[src/hdl/lsd_pkg.sv]
// Constants, types and bus carriers of the display scan driver
package lsd_pkg;

  // ----------------------------------------
  // Register indices (byte address = 4 * index)
  // ----------------------------------------
  localparam logic [13:0] IDX_OUTPUT_CONTROL = 14'h008f;
  localparam logic [13:0] IDX_DISP_DRIVE_CTRL = 14'h0093;
  localparam logic [13:0] IDX_PORT1_OUT_EN = 14'h0094;
  localparam logic [13:0] IDX_DRIVE_LEVEL_0 = 14'h0096;
  localparam logic [13:0] IDX_DRIVE_LEVEL_1 = 14'h0097;
  localparam logic [13:0] IDX_PORT0_OUT_EN = 14'h009c;
  localparam logic [13:0] IDX_PORT2_OUT_EN = 14'h00a3;
  localparam logic [13:0] IDX_PORT3_OUT_EN = 14'h00b3;
  localparam logic [13:0] IDX_SCAN_CONFIG = 14'h00c4;
  localparam logic [13:0] IDX_SCAN_STATUS = 14'h00c5;
  localparam logic [13:0] IDX_DISP_MEM_BASE = 14'h1000;
  localparam logic [13:0] IDX_DISP_MEM_LAST = 14'h101b;

  // ----------------------------------------
  // Field positions and reset values
  // ----------------------------------------
  localparam int DDC_SCAN_ON_BIT = 7;
  localparam int DDC_KIND_BIT = 6;
  localparam int DDC_DUTY_LSB = 4;
  localparam int DDC_TRIM_LSB = 0;
  localparam int OC_DIVSEL_LSB = 2;
  localparam int OC_SCS_BIT = 1;
  localparam int OC_BIAS_BIT = 0;
  localparam int CFG_EXT_CLK_BIT = 0;
  localparam logic [7:0] DL1_MASK = 8'h3f;
  localparam logic [7:0] CFG_MASK = 8'h01;
  localparam logic [7:0] REG_RESET = 8'h00;
  localparam logic [4:0] VLCD_BASE = 5'h11;
  localparam logic [1:0] DIV_100K = 2'h0;

  // ----------------------------------------
  // Timing
  // ----------------------------------------
  localparam int MCLK_HZ = 50000000;
  localparam int SCAN_HZ = 32768;
  localparam int FRAME_HZ = 64;
  localparam int FRAME_TICKS = SCAN_HZ / FRAME_HZ;
  localparam int LRC_DIV = MCLK_HZ / SCAN_HZ;

  // ----------------------------------------
  // Bus
  // ----------------------------------------
  localparam logic [1:0] RESP_OKAY = 2'h0;
  localparam logic [1:0] RESP_SLVERR = 2'h2;

  typedef enum logic [1:0] {
    DUTY_8 = 2'b00,
    DUTY_6 = 2'b01,
    DUTY_5 = 2'b10,
    DUTY_4 = 2'b11
  } lsd_duty_t;

  typedef enum logic {
    SC_IDLE = 1'b0,
    SC_RUN  = 1'b1
  } lsd_scan_t;

  typedef struct packed {
    logic        awvalid;
    logic [15:0] awaddr;
    logic        wvalid;
    logic [31:0] wdata;
    logic [3:0]  wstrb;
    logic        bready;
    logic        arvalid;
    logic [15:0] araddr;
    logic        rready;
  } lsd_axi_req_t;

  typedef struct packed {
    logic        awready;
    logic        wready;
    logic        bvalid;
    logic [1:0]  bresp;
    logic        arready;
    logic        rvalid;
    logic [31:0] rdata;
    logic [1:0]  rresp;
  } lsd_axi_rsp_t;

endpackage

[src/hdl/lsd_scan_driver.sv]
// Segment/common display scan driver with AXI4-Lite registers
module lsd_scan_driver
  import lsd_pkg::*;
#(
  parameter int NUM_SEGS = 28,
  parameter int LRC_DIVIDE = LRC_DIV
) (
  input  wire logic         mclk_i,
  input  wire logic         srst_i,
  input  wire lsd_axi_req_t axi_req_i,
  output lsd_axi_rsp_t      axi_rsp_o,
  input  wire logic         ext_osc_i,
  output logic [31:0]       pin_en_o,
  output logic [31:0]       pin_led_o,
  output logic [95:0]       pin_lcd_level_o,
  output logic [31:0]       pin_is_com_o,
  output logic [4:0]        vlcd_num_o,
  output logic [1:0]        divider_sel_o,
  output logic              bias_third_o,
  output logic [13:0]       drive_level_o,
  output logic              strength_on_com_o,
  output logic              scan_active_o
);

  // ----------------------------------------
  // Registers
  // ----------------------------------------
  logic [7:0]  oc_q;
  logic [7:0]  ddc_q;
  logic [7:0]  ve_q [4];
  logic [7:0]  dl0_q;
  logic [7:0]  dl1_q;
  logic [7:0]  cfg_q;
  logic [7:0]  mem_q [NUM_SEGS];
  lsd_axi_rsp_t rsp_q;

  logic [13:0] wr_idx;
  logic [13:0] rd_idx;
  logic        wr_go;
  logic        rd_go;
  logic        wr_fire;
  logic        rd_fire;
  logic        wr_mem;
  logic [13:0] wr_mem_off;
  logic [4:0]  wr_seg;
  logic        wr_hit;
  logic        rd_hit;
  logic [7:0]  rd_data;

  assign wr_idx = axi_req_i.awaddr[15:2];
  assign rd_idx = axi_req_i.araddr[15:2];
  assign wr_go = axi_req_i.awvalid & axi_req_i.wvalid & ~rsp_q.bvalid & ~rsp_q.awready;
  assign rd_go = axi_req_i.arvalid & ~rsp_q.rvalid & ~rsp_q.arready;
  assign wr_fire = rsp_q.awready;
  assign rd_fire = rsp_q.arready;
  assign wr_mem = wr_idx >= IDX_DISP_MEM_BASE && wr_idx <= IDX_DISP_MEM_LAST;
  assign wr_mem_off = wr_idx - IDX_DISP_MEM_BASE;
  assign wr_seg = wr_mem_off[4:0];
  assign axi_rsp_o = rsp_q;

  always_comb begin
    wr_hit = wr_mem;
    case (wr_idx)
      IDX_OUTPUT_CONTROL, IDX_DISP_DRIVE_CTRL, IDX_PORT0_OUT_EN, IDX_PORT1_OUT_EN,
      IDX_PORT2_OUT_EN, IDX_PORT3_OUT_EN, IDX_DRIVE_LEVEL_0, IDX_DRIVE_LEVEL_1,
      IDX_SCAN_CONFIG: wr_hit = 1'b1;
      default: ;
    endcase
  end

  // ----------------------------------------
  // Bus handshakes
  // ----------------------------------------
  always_ff @(posedge mclk_i) begin
    if (srst_i) begin
      rsp_q <= '0;
    end else begin
      rsp_q.awready <= wr_go;
      rsp_q.wready <= wr_go;
      rsp_q.arready <= rd_go;
      if (wr_fire) begin
        rsp_q.bvalid <= 1'b1;
        rsp_q.bresp <= wr_hit ? RESP_OKAY : RESP_SLVERR;
      end else if (axi_req_i.bready) begin
        rsp_q.bvalid <= 1'b0;
      end
      if (rd_fire) begin
        rsp_q.rvalid <= 1'b1;
        rsp_q.rdata <= {24'h000000, rd_data};
        rsp_q.rresp <= rd_hit ? RESP_OKAY : RESP_SLVERR;
      end else if (axi_req_i.rready) begin
        rsp_q.rvalid <= 1'b0;
      end
    end
  end

  // ----------------------------------------
  // Control registers
  // ----------------------------------------
  always_ff @(posedge mclk_i) begin
    if (srst_i) begin
      oc_q <= REG_RESET;
      ddc_q <= REG_RESET;
      dl0_q <= REG_RESET;
      dl1_q <= REG_RESET;
      cfg_q <= REG_RESET;
      for (int i = 0; i < 4; i++) begin
        ve_q[i] <= REG_RESET;
      end
    end else if (wr_fire && axi_req_i.wstrb[0]) begin
      case (wr_idx)
        IDX_OUTPUT_CONTROL: oc_q <= axi_req_i.wdata[7:0];
        IDX_DISP_DRIVE_CTRL: ddc_q <= axi_req_i.wdata[7:0];
        IDX_PORT0_OUT_EN: ve_q[0] <= axi_req_i.wdata[7:0];
        IDX_PORT1_OUT_EN: ve_q[1] <= axi_req_i.wdata[7:0];
        IDX_PORT2_OUT_EN: ve_q[2] <= axi_req_i.wdata[7:0];
        IDX_PORT3_OUT_EN: ve_q[3] <= axi_req_i.wdata[7:0];
        IDX_DRIVE_LEVEL_0: dl0_q <= axi_req_i.wdata[7:0];
        IDX_DRIVE_LEVEL_1: dl1_q <= axi_req_i.wdata[7:0] & DL1_MASK;
        IDX_SCAN_CONFIG: cfg_q <= axi_req_i.wdata[7:0] & CFG_MASK;
        default: ;
      endcase
    end
  end

  // ----------------------------------------
  // Display memory
  // ----------------------------------------
  always_ff @(posedge mclk_i) begin
    if (wr_fire && axi_req_i.wstrb[0] && wr_mem) begin
      mem_q[wr_seg] <= axi_req_i.wdata[7:0];
    end
  end

  // ----------------------------------------
  // Scan tick sources
  // ----------------------------------------
  logic [2:0]  ext_sync_q;
  logic        ext_filt_q;
  logic        ext_tick_q;
  logic [11:0] lrc_cnt_q;
  logic        lrc_tick_q;
  logic        tick;

  always_ff @(posedge mclk_i) begin
    if (srst_i) begin
      ext_sync_q <= 3'h0;
      ext_filt_q <= 1'b0;
      ext_tick_q <= 1'b0;
    end else begin
      ext_sync_q <= {ext_sync_q[1:0], ext_osc_i};
      if (ext_sync_q[1] == ext_sync_q[2]) begin
        ext_filt_q <= ext_sync_q[2];
      end
      ext_tick_q <= (ext_sync_q[1] == ext_sync_q[2]) & ext_sync_q[2] & ~ext_filt_q;
    end
  end

  always_ff @(posedge mclk_i) begin
    if (srst_i) begin
      lrc_cnt_q <= 12'h000;
      lrc_tick_q <= 1'b0;
    end else if (lrc_cnt_q == 12'(LRC_DIVIDE - 1)) begin
      lrc_cnt_q <= 12'h000;
      lrc_tick_q <= 1'b1;
    end else begin
      lrc_cnt_q <= lrc_cnt_q + 12'h001;
      lrc_tick_q <= 1'b0;
    end
  end

  assign tick = cfg_q[CFG_EXT_CLK_BIT] ? ext_tick_q : lrc_tick_q;

  // ----------------------------------------
  // Frame settings
  // ----------------------------------------
  lsd_duty_t sh_duty_q;
  logic      sh_scs_q;
  logic      sh_bias_q;
  logic      sh_kind_q;
  lsd_scan_t state_q;
  logic [7:0] slot_len;
  logic [7:0] lead_len;
  logic [3:0] com_cnt;
  logic [3:0] first_com;
  logic [4:0] first_seg;
  logic       frame_end;

  always_comb begin
    case (sh_duty_q)
      DUTY_8: begin
        slot_len = 8'(FRAME_TICKS / 8);
        com_cnt = 4'h8;
        first_com = 4'h0;
        first_seg = 5'h04;
      end
      DUTY_6: begin
        slot_len = 8'(FRAME_TICKS / 6);
        com_cnt = 4'h6;
        first_com = 4'h2;
        first_seg = 5'h02;
      end
      DUTY_5: begin
        slot_len = 8'(FRAME_TICKS / 5);
        com_cnt = 4'h5;
        first_com = 4'h3;
        first_seg = 5'h01;
      end
      default: begin
        slot_len = 8'(FRAME_TICKS / 4);
        com_cnt = 4'h4;
        first_com = sh_scs_q ? 4'h0 : 4'h4;
        first_seg = sh_scs_q ? 5'h04 : 5'h00;
      end
    endcase
    lead_len = slot_len >> 4;
  end

  // ----------------------------------------
  // Scan sequencer
  // ----------------------------------------
  logic [7:0] slot_cnt_q;
  logic [3:0] com_pos_q;
  logic       phase_q;
  logic [2:0] cur_com;
  logic       lead;
  logic       run;

  assign run = state_q == SC_RUN;
  assign frame_end = run & tick & (slot_cnt_q == slot_len - 8'h01) & (com_pos_q == com_cnt - 4'h1);
  assign cur_com = 3'(first_com + com_pos_q);
  assign lead = slot_cnt_q < lead_len;

  always_ff @(posedge mclk_i) begin
    if (srst_i) begin
      state_q <= SC_IDLE;
    end else begin
      case (state_q)
        SC_IDLE: if (ddc_q[DDC_SCAN_ON_BIT]) state_q <= SC_RUN;
        SC_RUN: if (!ddc_q[DDC_SCAN_ON_BIT]) state_q <= SC_IDLE;
        default: state_q <= SC_IDLE;
      endcase
    end
  end

  always_ff @(posedge mclk_i) begin
    if (srst_i) begin
      sh_duty_q <= DUTY_8;
      sh_scs_q <= 1'b0;
      sh_bias_q <= 1'b0;
      sh_kind_q <= 1'b0;
    end else if (!run || frame_end) begin
      sh_duty_q <= lsd_duty_t'(ddc_q[DDC_DUTY_LSB+:2]);
      sh_scs_q <= oc_q[OC_SCS_BIT];
      sh_bias_q <= oc_q[OC_BIAS_BIT];
      sh_kind_q <= ddc_q[DDC_KIND_BIT];
    end
  end

  always_ff @(posedge mclk_i) begin
    if (srst_i || !run) begin
      slot_cnt_q <= 8'h00;
      com_pos_q <= 4'h0;
      phase_q <= 1'b0;
    end else if (tick) begin
      if (slot_cnt_q == slot_len - 8'h01) begin
        slot_cnt_q <= 8'h00;
        if (com_pos_q == com_cnt - 4'h1) begin
          com_pos_q <= 4'h0;
          phase_q <= ~phase_q;
        end else begin
          com_pos_q <= com_pos_q + 4'h1;
        end
      end else begin
        slot_cnt_q <= slot_cnt_q + 8'h01;
      end
    end
  end

  // ----------------------------------------
  // Pin drive
  // ----------------------------------------
  logic [31:0] en_d;
  logic [31:0] led_d;
  logic [95:0] lvl_d;
  logic [31:0] com_d;
  logic [2:0]  vmax;

  assign vmax = sh_bias_q ? 3'h3 : 3'h4;

  for (genvar p = 0; p < 32; p++) begin : g_pin
    logic       has_c;
    logic [3:0] c;
    logic       is_com;
    logic       is_seg;
    logic       sel;
    logic       lit;
    logic [2:0] a;
    always_comb begin
      has_c = (p < 4) || (p >= NUM_SEGS);
      c = (p < 4) ? 4'(3 - p) : 4'(p - NUM_SEGS + 4);
      is_com = has_c && c >= first_com && c < first_com + com_cnt;
      is_seg = p < NUM_SEGS && 5'(p) >= first_seg && !is_com;
      sel = is_com && c[2:0] == cur_com;
      lit = (p < NUM_SEGS) ? mem_q[p % NUM_SEGS][cur_com] : 1'b0;
      en_d[p] = run && ve_q[p / 8][p % 8] && (is_com || is_seg);
      com_d[p] = is_com;
      if (is_com) begin
        a = sel ? vmax : 3'h1;
      end else begin
        a = lit ? 3'h0 : 3'h2;
      end
      if (phase_q) begin
        a = vmax - a;
      end
      led_d[p] = en_d[p] && sh_kind_q && (is_com ? sel : lit);
      lvl_d[3*p+:3] = (en_d[p] && !sh_kind_q) ? a : 3'h0;
    end
  end

  always_ff @(posedge mclk_i) begin
    if (srst_i) begin
      pin_en_o <= '0;
      pin_led_o <= '0;
      pin_lcd_level_o <= '0;
      pin_is_com_o <= '0;
      vlcd_num_o <= VLCD_BASE;
      divider_sel_o <= DIV_100K;
      bias_third_o <= 1'b0;
      drive_level_o <= '0;
      strength_on_com_o <= 1'b1;
      scan_active_o <= 1'b0;
    end else begin
      pin_en_o <= en_d;
      pin_led_o <= led_d;
      pin_lcd_level_o <= lvl_d;
      pin_is_com_o <= com_d;
      vlcd_num_o <= VLCD_BASE + {1'b0, ddc_q[DDC_TRIM_LSB+:4]};
      divider_sel_o <= (run && lead) ? DIV_100K : oc_q[OC_DIVSEL_LSB+:2];
      bias_third_o <= sh_bias_q;
      drive_level_o <= {dl1_q[5:0], dl0_q};
      strength_on_com_o <= ~sh_kind_q;
      scan_active_o <= run;
    end
  end

  // ----------------------------------------
  // Read data
  // ----------------------------------------
  logic [13:0] rd_mem_off;
  assign rd_mem_off = rd_idx - IDX_DISP_MEM_BASE;

  always_comb begin
    rd_hit = 1'b1;
    rd_data = 8'h00;
    case (rd_idx)
      IDX_OUTPUT_CONTROL: rd_data = oc_q;
      IDX_DISP_DRIVE_CTRL: rd_data = ddc_q;
      IDX_PORT0_OUT_EN: rd_data = ve_q[0];
      IDX_PORT1_OUT_EN: rd_data = ve_q[1];
      IDX_PORT2_OUT_EN: rd_data = ve_q[2];
      IDX_PORT3_OUT_EN: rd_data = ve_q[3];
      IDX_DRIVE_LEVEL_0: rd_data = dl0_q;
      IDX_DRIVE_LEVEL_1: rd_data = dl1_q;
      IDX_SCAN_CONFIG: rd_data = cfg_q;
      IDX_SCAN_STATUS: rd_data = {run, phase_q, sh_kind_q, sh_duty_q, cur_com};
      default: begin
        if (rd_idx >= IDX_DISP_MEM_BASE && rd_idx <= IDX_DISP_MEM_LAST) begin
          rd_data = mem_q[rd_mem_off[4:0]];
        end else begin
          rd_hit = 1'b0;
        end
      end
    endcase
  end

endmodule

[config.mk]
export PLATFORM = sky130hd
export DESIGN_NAME = lsd_scan_driver
export DESIGN_NICKNAME = d
export VERILOG_FILES = /design/src/hdl/lsd_pkg.sv /design/src/hdl/lsd_scan_driver.sv
export SDC_FILE = /design/constraint.sdc
export NUM_CORES = 1
export LEC_CHECK = 0
export BUFFER_PORTS_ARGS = -buffer_cell sky130_fd_sc_hd__buf_2
export CELL_PAD_IN_SITES_DETAIL_PLACEMENT = 1
export CELL_PAD_IN_SITES_GLOBAL_PLACEMENT = 1
export CORE_MARGIN = 2
export CORE_UTILIZATION = 45
export CTS_CLUSTER_DIAMETER = 150
export DETAILED_ROUTE_END_ITERATION = 10
export GPL_TIMING_DRIVEN = 0
export PLACE_DENSITY_LB_ADDON = 0.1
export SYNTH_ARGS = -nofsm -noshare
export SYNTH_HDL_FRONTEND = slang
export SYNTH_SLANG_ARGS = --single-unit
export TNS_END_PERCENT = 20
[constraint.sdc]
create_clock -name mclk_i -period 9.35 [get_ports mclk_i]
set_clock_uncertainty 0.15 [all_clocks]
set_input_delay 0.935 -clock mclk_i [delete_from_list [all_inputs] [get_ports mclk_i]]
set_output_delay 0.935 -clock mclk_i [all_outputs]
set_load 0.005 [all_outputs]
==> results.md <==
Worst setup path:
- The terminus of the critical flop-to-flop path is pin_lcd_level_o[31].
- The maximum cell stage delay along the critical path is 940 ps.
- The startpoint of the worst-slack reg-to-reg timing path is sh_duty_q[0].
- Data on the critical path is required at its endpoint by 9730 ps.
- The most critical setup path has its endpoint at pin_lcd_level_o[31].
- The master of the slowest instance on the critical path is sky130_fd_sc_hd__clkbuf_1.
- The signal on the critical path passes through inv_1 > ha_1 > ha_1 > fa_1 > buf_2 > clkbuf_1 > clkbuf_1 > mux4_2 > mux2i_1 > inv_1 > ha_1 > mux2i_1 > nor3_1.
- The depth of the worst register-to-register path is 13.
- The type of origin of the critical path is a flop.
- The cell that appears most often on the critical path is sky130_fd_sc_hd__ha_1.
- The worst endpoint data arrival time is 6380 ps.
- The endpoint class of the critical path is a flop.
- The startpoint-to-endpoint class of the critical path is reg2reg.
- The worst reg-to-reg setup slack is 3340 ps.
- Of all nets on the critical path, the largest fanout is 10.
- The launching element of the worst setup path is sh_duty_q[0].

Timing:
- The share of the cycle needed by the critical path after routing is 64.2%.
- Setup repair after global routing left no endpoint under its margin.
- The worst pin sits at a relative slew slack of 13.6%.
- The worst path in the final design needs a cycle of 6010 ps, including I/O delays and setup.
- Hold is met by 280 ps.
- The slew at the pin with the worst max-slew slack is 1280 ps.
- The final hold violation count is 0.
- Adding up every negative setup slack in the final design gives 0 ps.
- The highest clock rate is 166 MHz.
- The count of pins over their slew limit was 0.
- The number of failing setup endpoints in the final timing report is 0.

Pwr:
- In this run the power density over the cells is 180 nW/um2.
- The analysis attributes to cell leakage a power of 11.3 nW.
- Across the VDD grid, the largest voltage drop is 0.133 mV.

Floorplanning:
- In this run the core area contains 83 standard-cell rows.
- Measured along the y axis, the die boundary spans 233 um.
- The die width is 233 um.
- The number of top-level pins is 333.
- The effective utilization at floorplan is 45.7%.
- The full die area is 54100 um2.
- The total area inside the core boundary comes to 51500 um2.

Logic synthesis:
- In the synthesized netlist, the number of instances is 1863.
- The proportion of synthesized flip-flops having asynchronous set or reset is 0%.
- The share of the Yosys chip area taken by registers is 57.0%.
- After synthesis, the mean cell area works out to 12.6 um2.
- Among all flip-flop cells after synthesis, the most frequent one is sky130_fd_sc_hd__dfxtp_1.
- The flop and latch count out of synthesis is 538.
- The count of yosys warnings during synthesis is 0.
- The synthesized netlist occupies a cell area of 23500 um2.
- The cell type with the highest aggregate area in the netlist is sky130_fd_sc_hd__edfxtp_1.
- Yosys mapped a number of flops with a built-in enable equal to 264.
- By area the synthesized netlist is led by sky130_fd_sc_hd__edfxtp_1 (34%), sky130_fd_sc_hd__dfxtp_1 (23%), sky130_fd_sc_hd__mux4_2 (10%).
- The top cell type by area accounts for 33.7% of the synthesized area.
- Yosys mapped the design onto 79 distinct sky130hd cell types.

Clock network:
- No sink is reached through more buffers than the 3 on the longest clock path.
- The tree is rooted in a sky130_fd_sc_hd__clkbuf_16.
- The CTS tree is built.
- The register clock-pin slew on the reported worst setup and hold paths is 60 ps.
- The post-cts sizing count is 0.
- The number of hold-repair buffers added at the cts stage is 0.
- For this design, the sink count on the clock tree is 538.
- The total number of H-tree levels is 2.
- Clock latency on the worst-skew pair, taken at its later pin, is 620 ps.
- The number of buffers inserted during clock tree synthesis is 54.
- The setup fix buffers added after clock tree synthesis is 0.

Run status:
- The flow ran to the end, and the final reports show no timing, DRC or antenna violations.

Detailed routing:
- After detailed routing, the number of remaining DRC violations is 0.
- The wire length reported by the detailed router is 85.1 mm.
- The post-detailed-route wirelength per cell is 28.8 um.
- The via density per instance is 5.87.
- The remaining antenna violation count is 0.
- The first routing iteration left 1719 violations.
- Across all layers, the routed design uses 17318 vias.
- The detailed-router iteration count before antenna repair is 5.

Global routing:
- The wire length of the first global-routing pass is 122 mm.
- Across every metal layer, demand over resource in global routing totals 31.4%.
- The largest net degree at the start of global routing is 41.
- The via count of the first global-routing pass is 17653.
- The number of antenna violations at the first check in global routing is 2.
- The overflow left after global routing is 0.

Job:
- The tool flagged a number of max-cap violations equal to 0.

Placement:
- The HPWL after detailed placement is 63.3 mm.
- The congestion estimate from routability-driven global placement came to 0.957.
- The quantity of I/O buffers inserted on ports is 248.
- The number of instances in the placed design is 2850.
- The cell area after placement is 25900 um2.

Final layout:
- The post-route non-filler standard cell count is 2950.
- At the end of the flow, the number of nets in the layout was 2355.
- The growth of design area from synthesis to finish is 18.0%.
- The proportion of layout cells with a drive suffix above 1 is 25.3%.
- The final non-filler cell area is 27800 um2.

Worst hold path:
- In this run the worst hold path is classified as reg2reg.
## worst min path at each step
stage	depth (start not counted)	end	slack, ps	start
6_report	1	ext_tick_q	280	ext_filt_q
5_1_grt	1	ext_tick_q	310	ext_filt_q
4_1_cts	1	ext_tick_q	280	ext_filt_q
3_5_place_dp	1	ext_tick_q	270	ext_filt_q
3_3_place_gp	1	ext_tick_q	250	ext_filt_q
2_1_floorplan	1	ext_tick_q	250	ext_filt_q
## per-stage QoR
| step | total power [mW] | setup WS (ps) | utilization, % |
|---|---|---|---|
| 6_report | 5.01 | 3340 | 53.9 |
| 5_1_grt | 5.13 | 3140 | 53.9 |
| 4_1_cts | 5.02 | 3490 | 53.9 |
| 3_5_place_dp | 2.76 | 3480 | 50.2 |
| 3_3_place_gp | 2.76 | 3570 | 50.2 |
| 2_1_floorplan | 2.65 | 5580 | - |
## Yosys cell counts (all sizes together), types with 5 or more instances
cell and number:
a211oi 20, a21oi 37, a221oi 5, a22o 5, a22oi 15, a31oi 9
a32oi 5, and2 46, and3 58, and4 5, buf 96, clkbuf 58
dfxtp 274, edfxtp 264, fa 5, ha 48, inv 71, mux2 19
mux2i 103, mux4 106, nand2 102, nand2b 19, nand3 41, nand4 16
nor2 161, nor2b 36, nor3 49, nor4 17, nor4b 5, o211ai 12
o21a 5, o21ai 41, o22ai 5, o2bb2ai 6, o31ai 7, or2 5
or3 10, xnor2 16, xor2 18
## metal layers
metal	vias to the layer above	GRT usage, %	routed length [um]	part of all wire [%]
li1	7485	-	-	-
met1	8798	39.3	33200	39
met3	207	6.83	6940	8.2
met4	2	12.8	3580	4.2
met5	-	0	12	0.014
met2	826	52.8	41300	49
## cells by family (layout without fill, tap and decap cells)
| group | after synthesis | in the layout | share of synthesized area [%] |
|---|---|---|---|
| other | 1 | 60 | 0.0159 |
| multiplexers | 228 | 228 | 15.4 |
| buffers and inverters | 226 | 574 | 4.72 |
| adder cells (fa/ha/maj) | 53 | 53 | 2.98 |
| AO/OA/AOI/OAI | 198 | 198 | 5.75 |
| XOR/XNOR | 34 | 34 | 1.27 |
| flip-flops | 538 | 538 | 57.0 |
| AND/OR/NAND/NOR | 585 | 585 | 12.9 |
## cell usage in the layout (no fill, tap or decap), types with 6 or more instances in the layout
cell / count
sky130_fd_sc_hd__dfxtp_1: 274
sky130_fd_sc_hd__nand2b_1: 19
sky130_fd_sc_hd__o2bb2ai_1: 6
sky130_fd_sc_hd__clkinv_2: 11
sky130_fd_sc_hd__buf_2: 276
sky130_fd_sc_hd__xnor2_1: 16
sky130_fd_sc_hd__or3_1: 10
sky130_fd_sc_hd__ha_1: 48
sky130_fd_sc_hd__nor4_1: 11
sky130_fd_sc_hd__nand2_1: 102
sky130_fd_sc_hd__conb_1: 58
sky130_fd_sc_hd__a31oi_1: 9
sky130_fd_sc_hd__buf_4: 62
sky130_fd_sc_hd__mux4_2: 106
sky130_fd_sc_hd__and2_1: 46
sky130_fd_sc_hd__xor2_1: 18
sky130_fd_sc_hd__a211oi_1: 20
sky130_fd_sc_hd__and3_1: 58
sky130_fd_sc_hd__clkinv_1: 9
sky130_fd_sc_hd__mux2_2: 19
sky130_fd_sc_hd__a21oi_1: 37
sky130_fd_sc_hd__nand4_1: 15
sky130_fd_sc_hd__bufinv_16: 6
sky130_fd_sc_hd__o31ai_1: 7
sky130_fd_sc_hd__mux2i_1: 103
sky130_fd_sc_hd__o21ai_0: 40
sky130_fd_sc_hd__nor2b_1: 36
sky130_fd_sc_hd__nand3_1: 41
sky130_fd_sc_hd__o211ai_1: 12
sky130_fd_sc_hd__clkbuf_16: 59
sky130_fd_sc_hd__inv_1: 70
sky130_fd_sc_hd__buf_1: 8
sky130_fd_sc_hd__edfxtp_1: 264
sky130_fd_sc_hd__nor3_1: 45
sky130_fd_sc_hd__clkbuf_1: 59
sky130_fd_sc_hd__a22oi_1: 15
sky130_fd_sc_hd__nor2_1: 160
## final cells by class
class	instances	area, um2
Clock buffer	65	1540
Tap cell	680	851
Timing Repair Buffer	250	1260
Sequential cell	538	13400
Inverter	72	270
Antenna cell	2	5.00
Buffer	154	840
Clock inverter	33	344
Fill cell	5403	23700
Multi-Input combinational cell	1156	9250
## power breakdown
| part | internal [mW] | switching [mW] |
|---|---|---|
| registers | 2.48 | 0.0123 |
| logic | 0.0728 | 0.145 |
| clock network | 1.34 | 0.956 |
## sequential cells by signal (all words and copies together), names as in the netlist, 2 cells and up
signal           flops
axi_rsp_o           13
com_pos_q            4
ddc_q                8
divider_sel_o        2
dl0_q                8
dl1_q                6
drive_level_o       14
ext_sync_q           3
lrc_cnt_q           12
mem_q              232
oc_q                 8
pin_en_o            32
pin_is_com_o         8
pin_lcd_level_o     96
pin_led_o           32
sh_duty_q            2
slot_cnt_q           8
ve_q                32
vlcd_num_o           5
## worst max-delay path: cells and delay by family (launching register included)
family	cells	cell delay, ps
AND/OR/NAND/NOR	1	210
adder cells (fa/ha/maj)	4	1390
buffers and inverters	5	2460
multiplexers	3	1140
flip-flops	1	550
(Power assumes the default switching activity.)
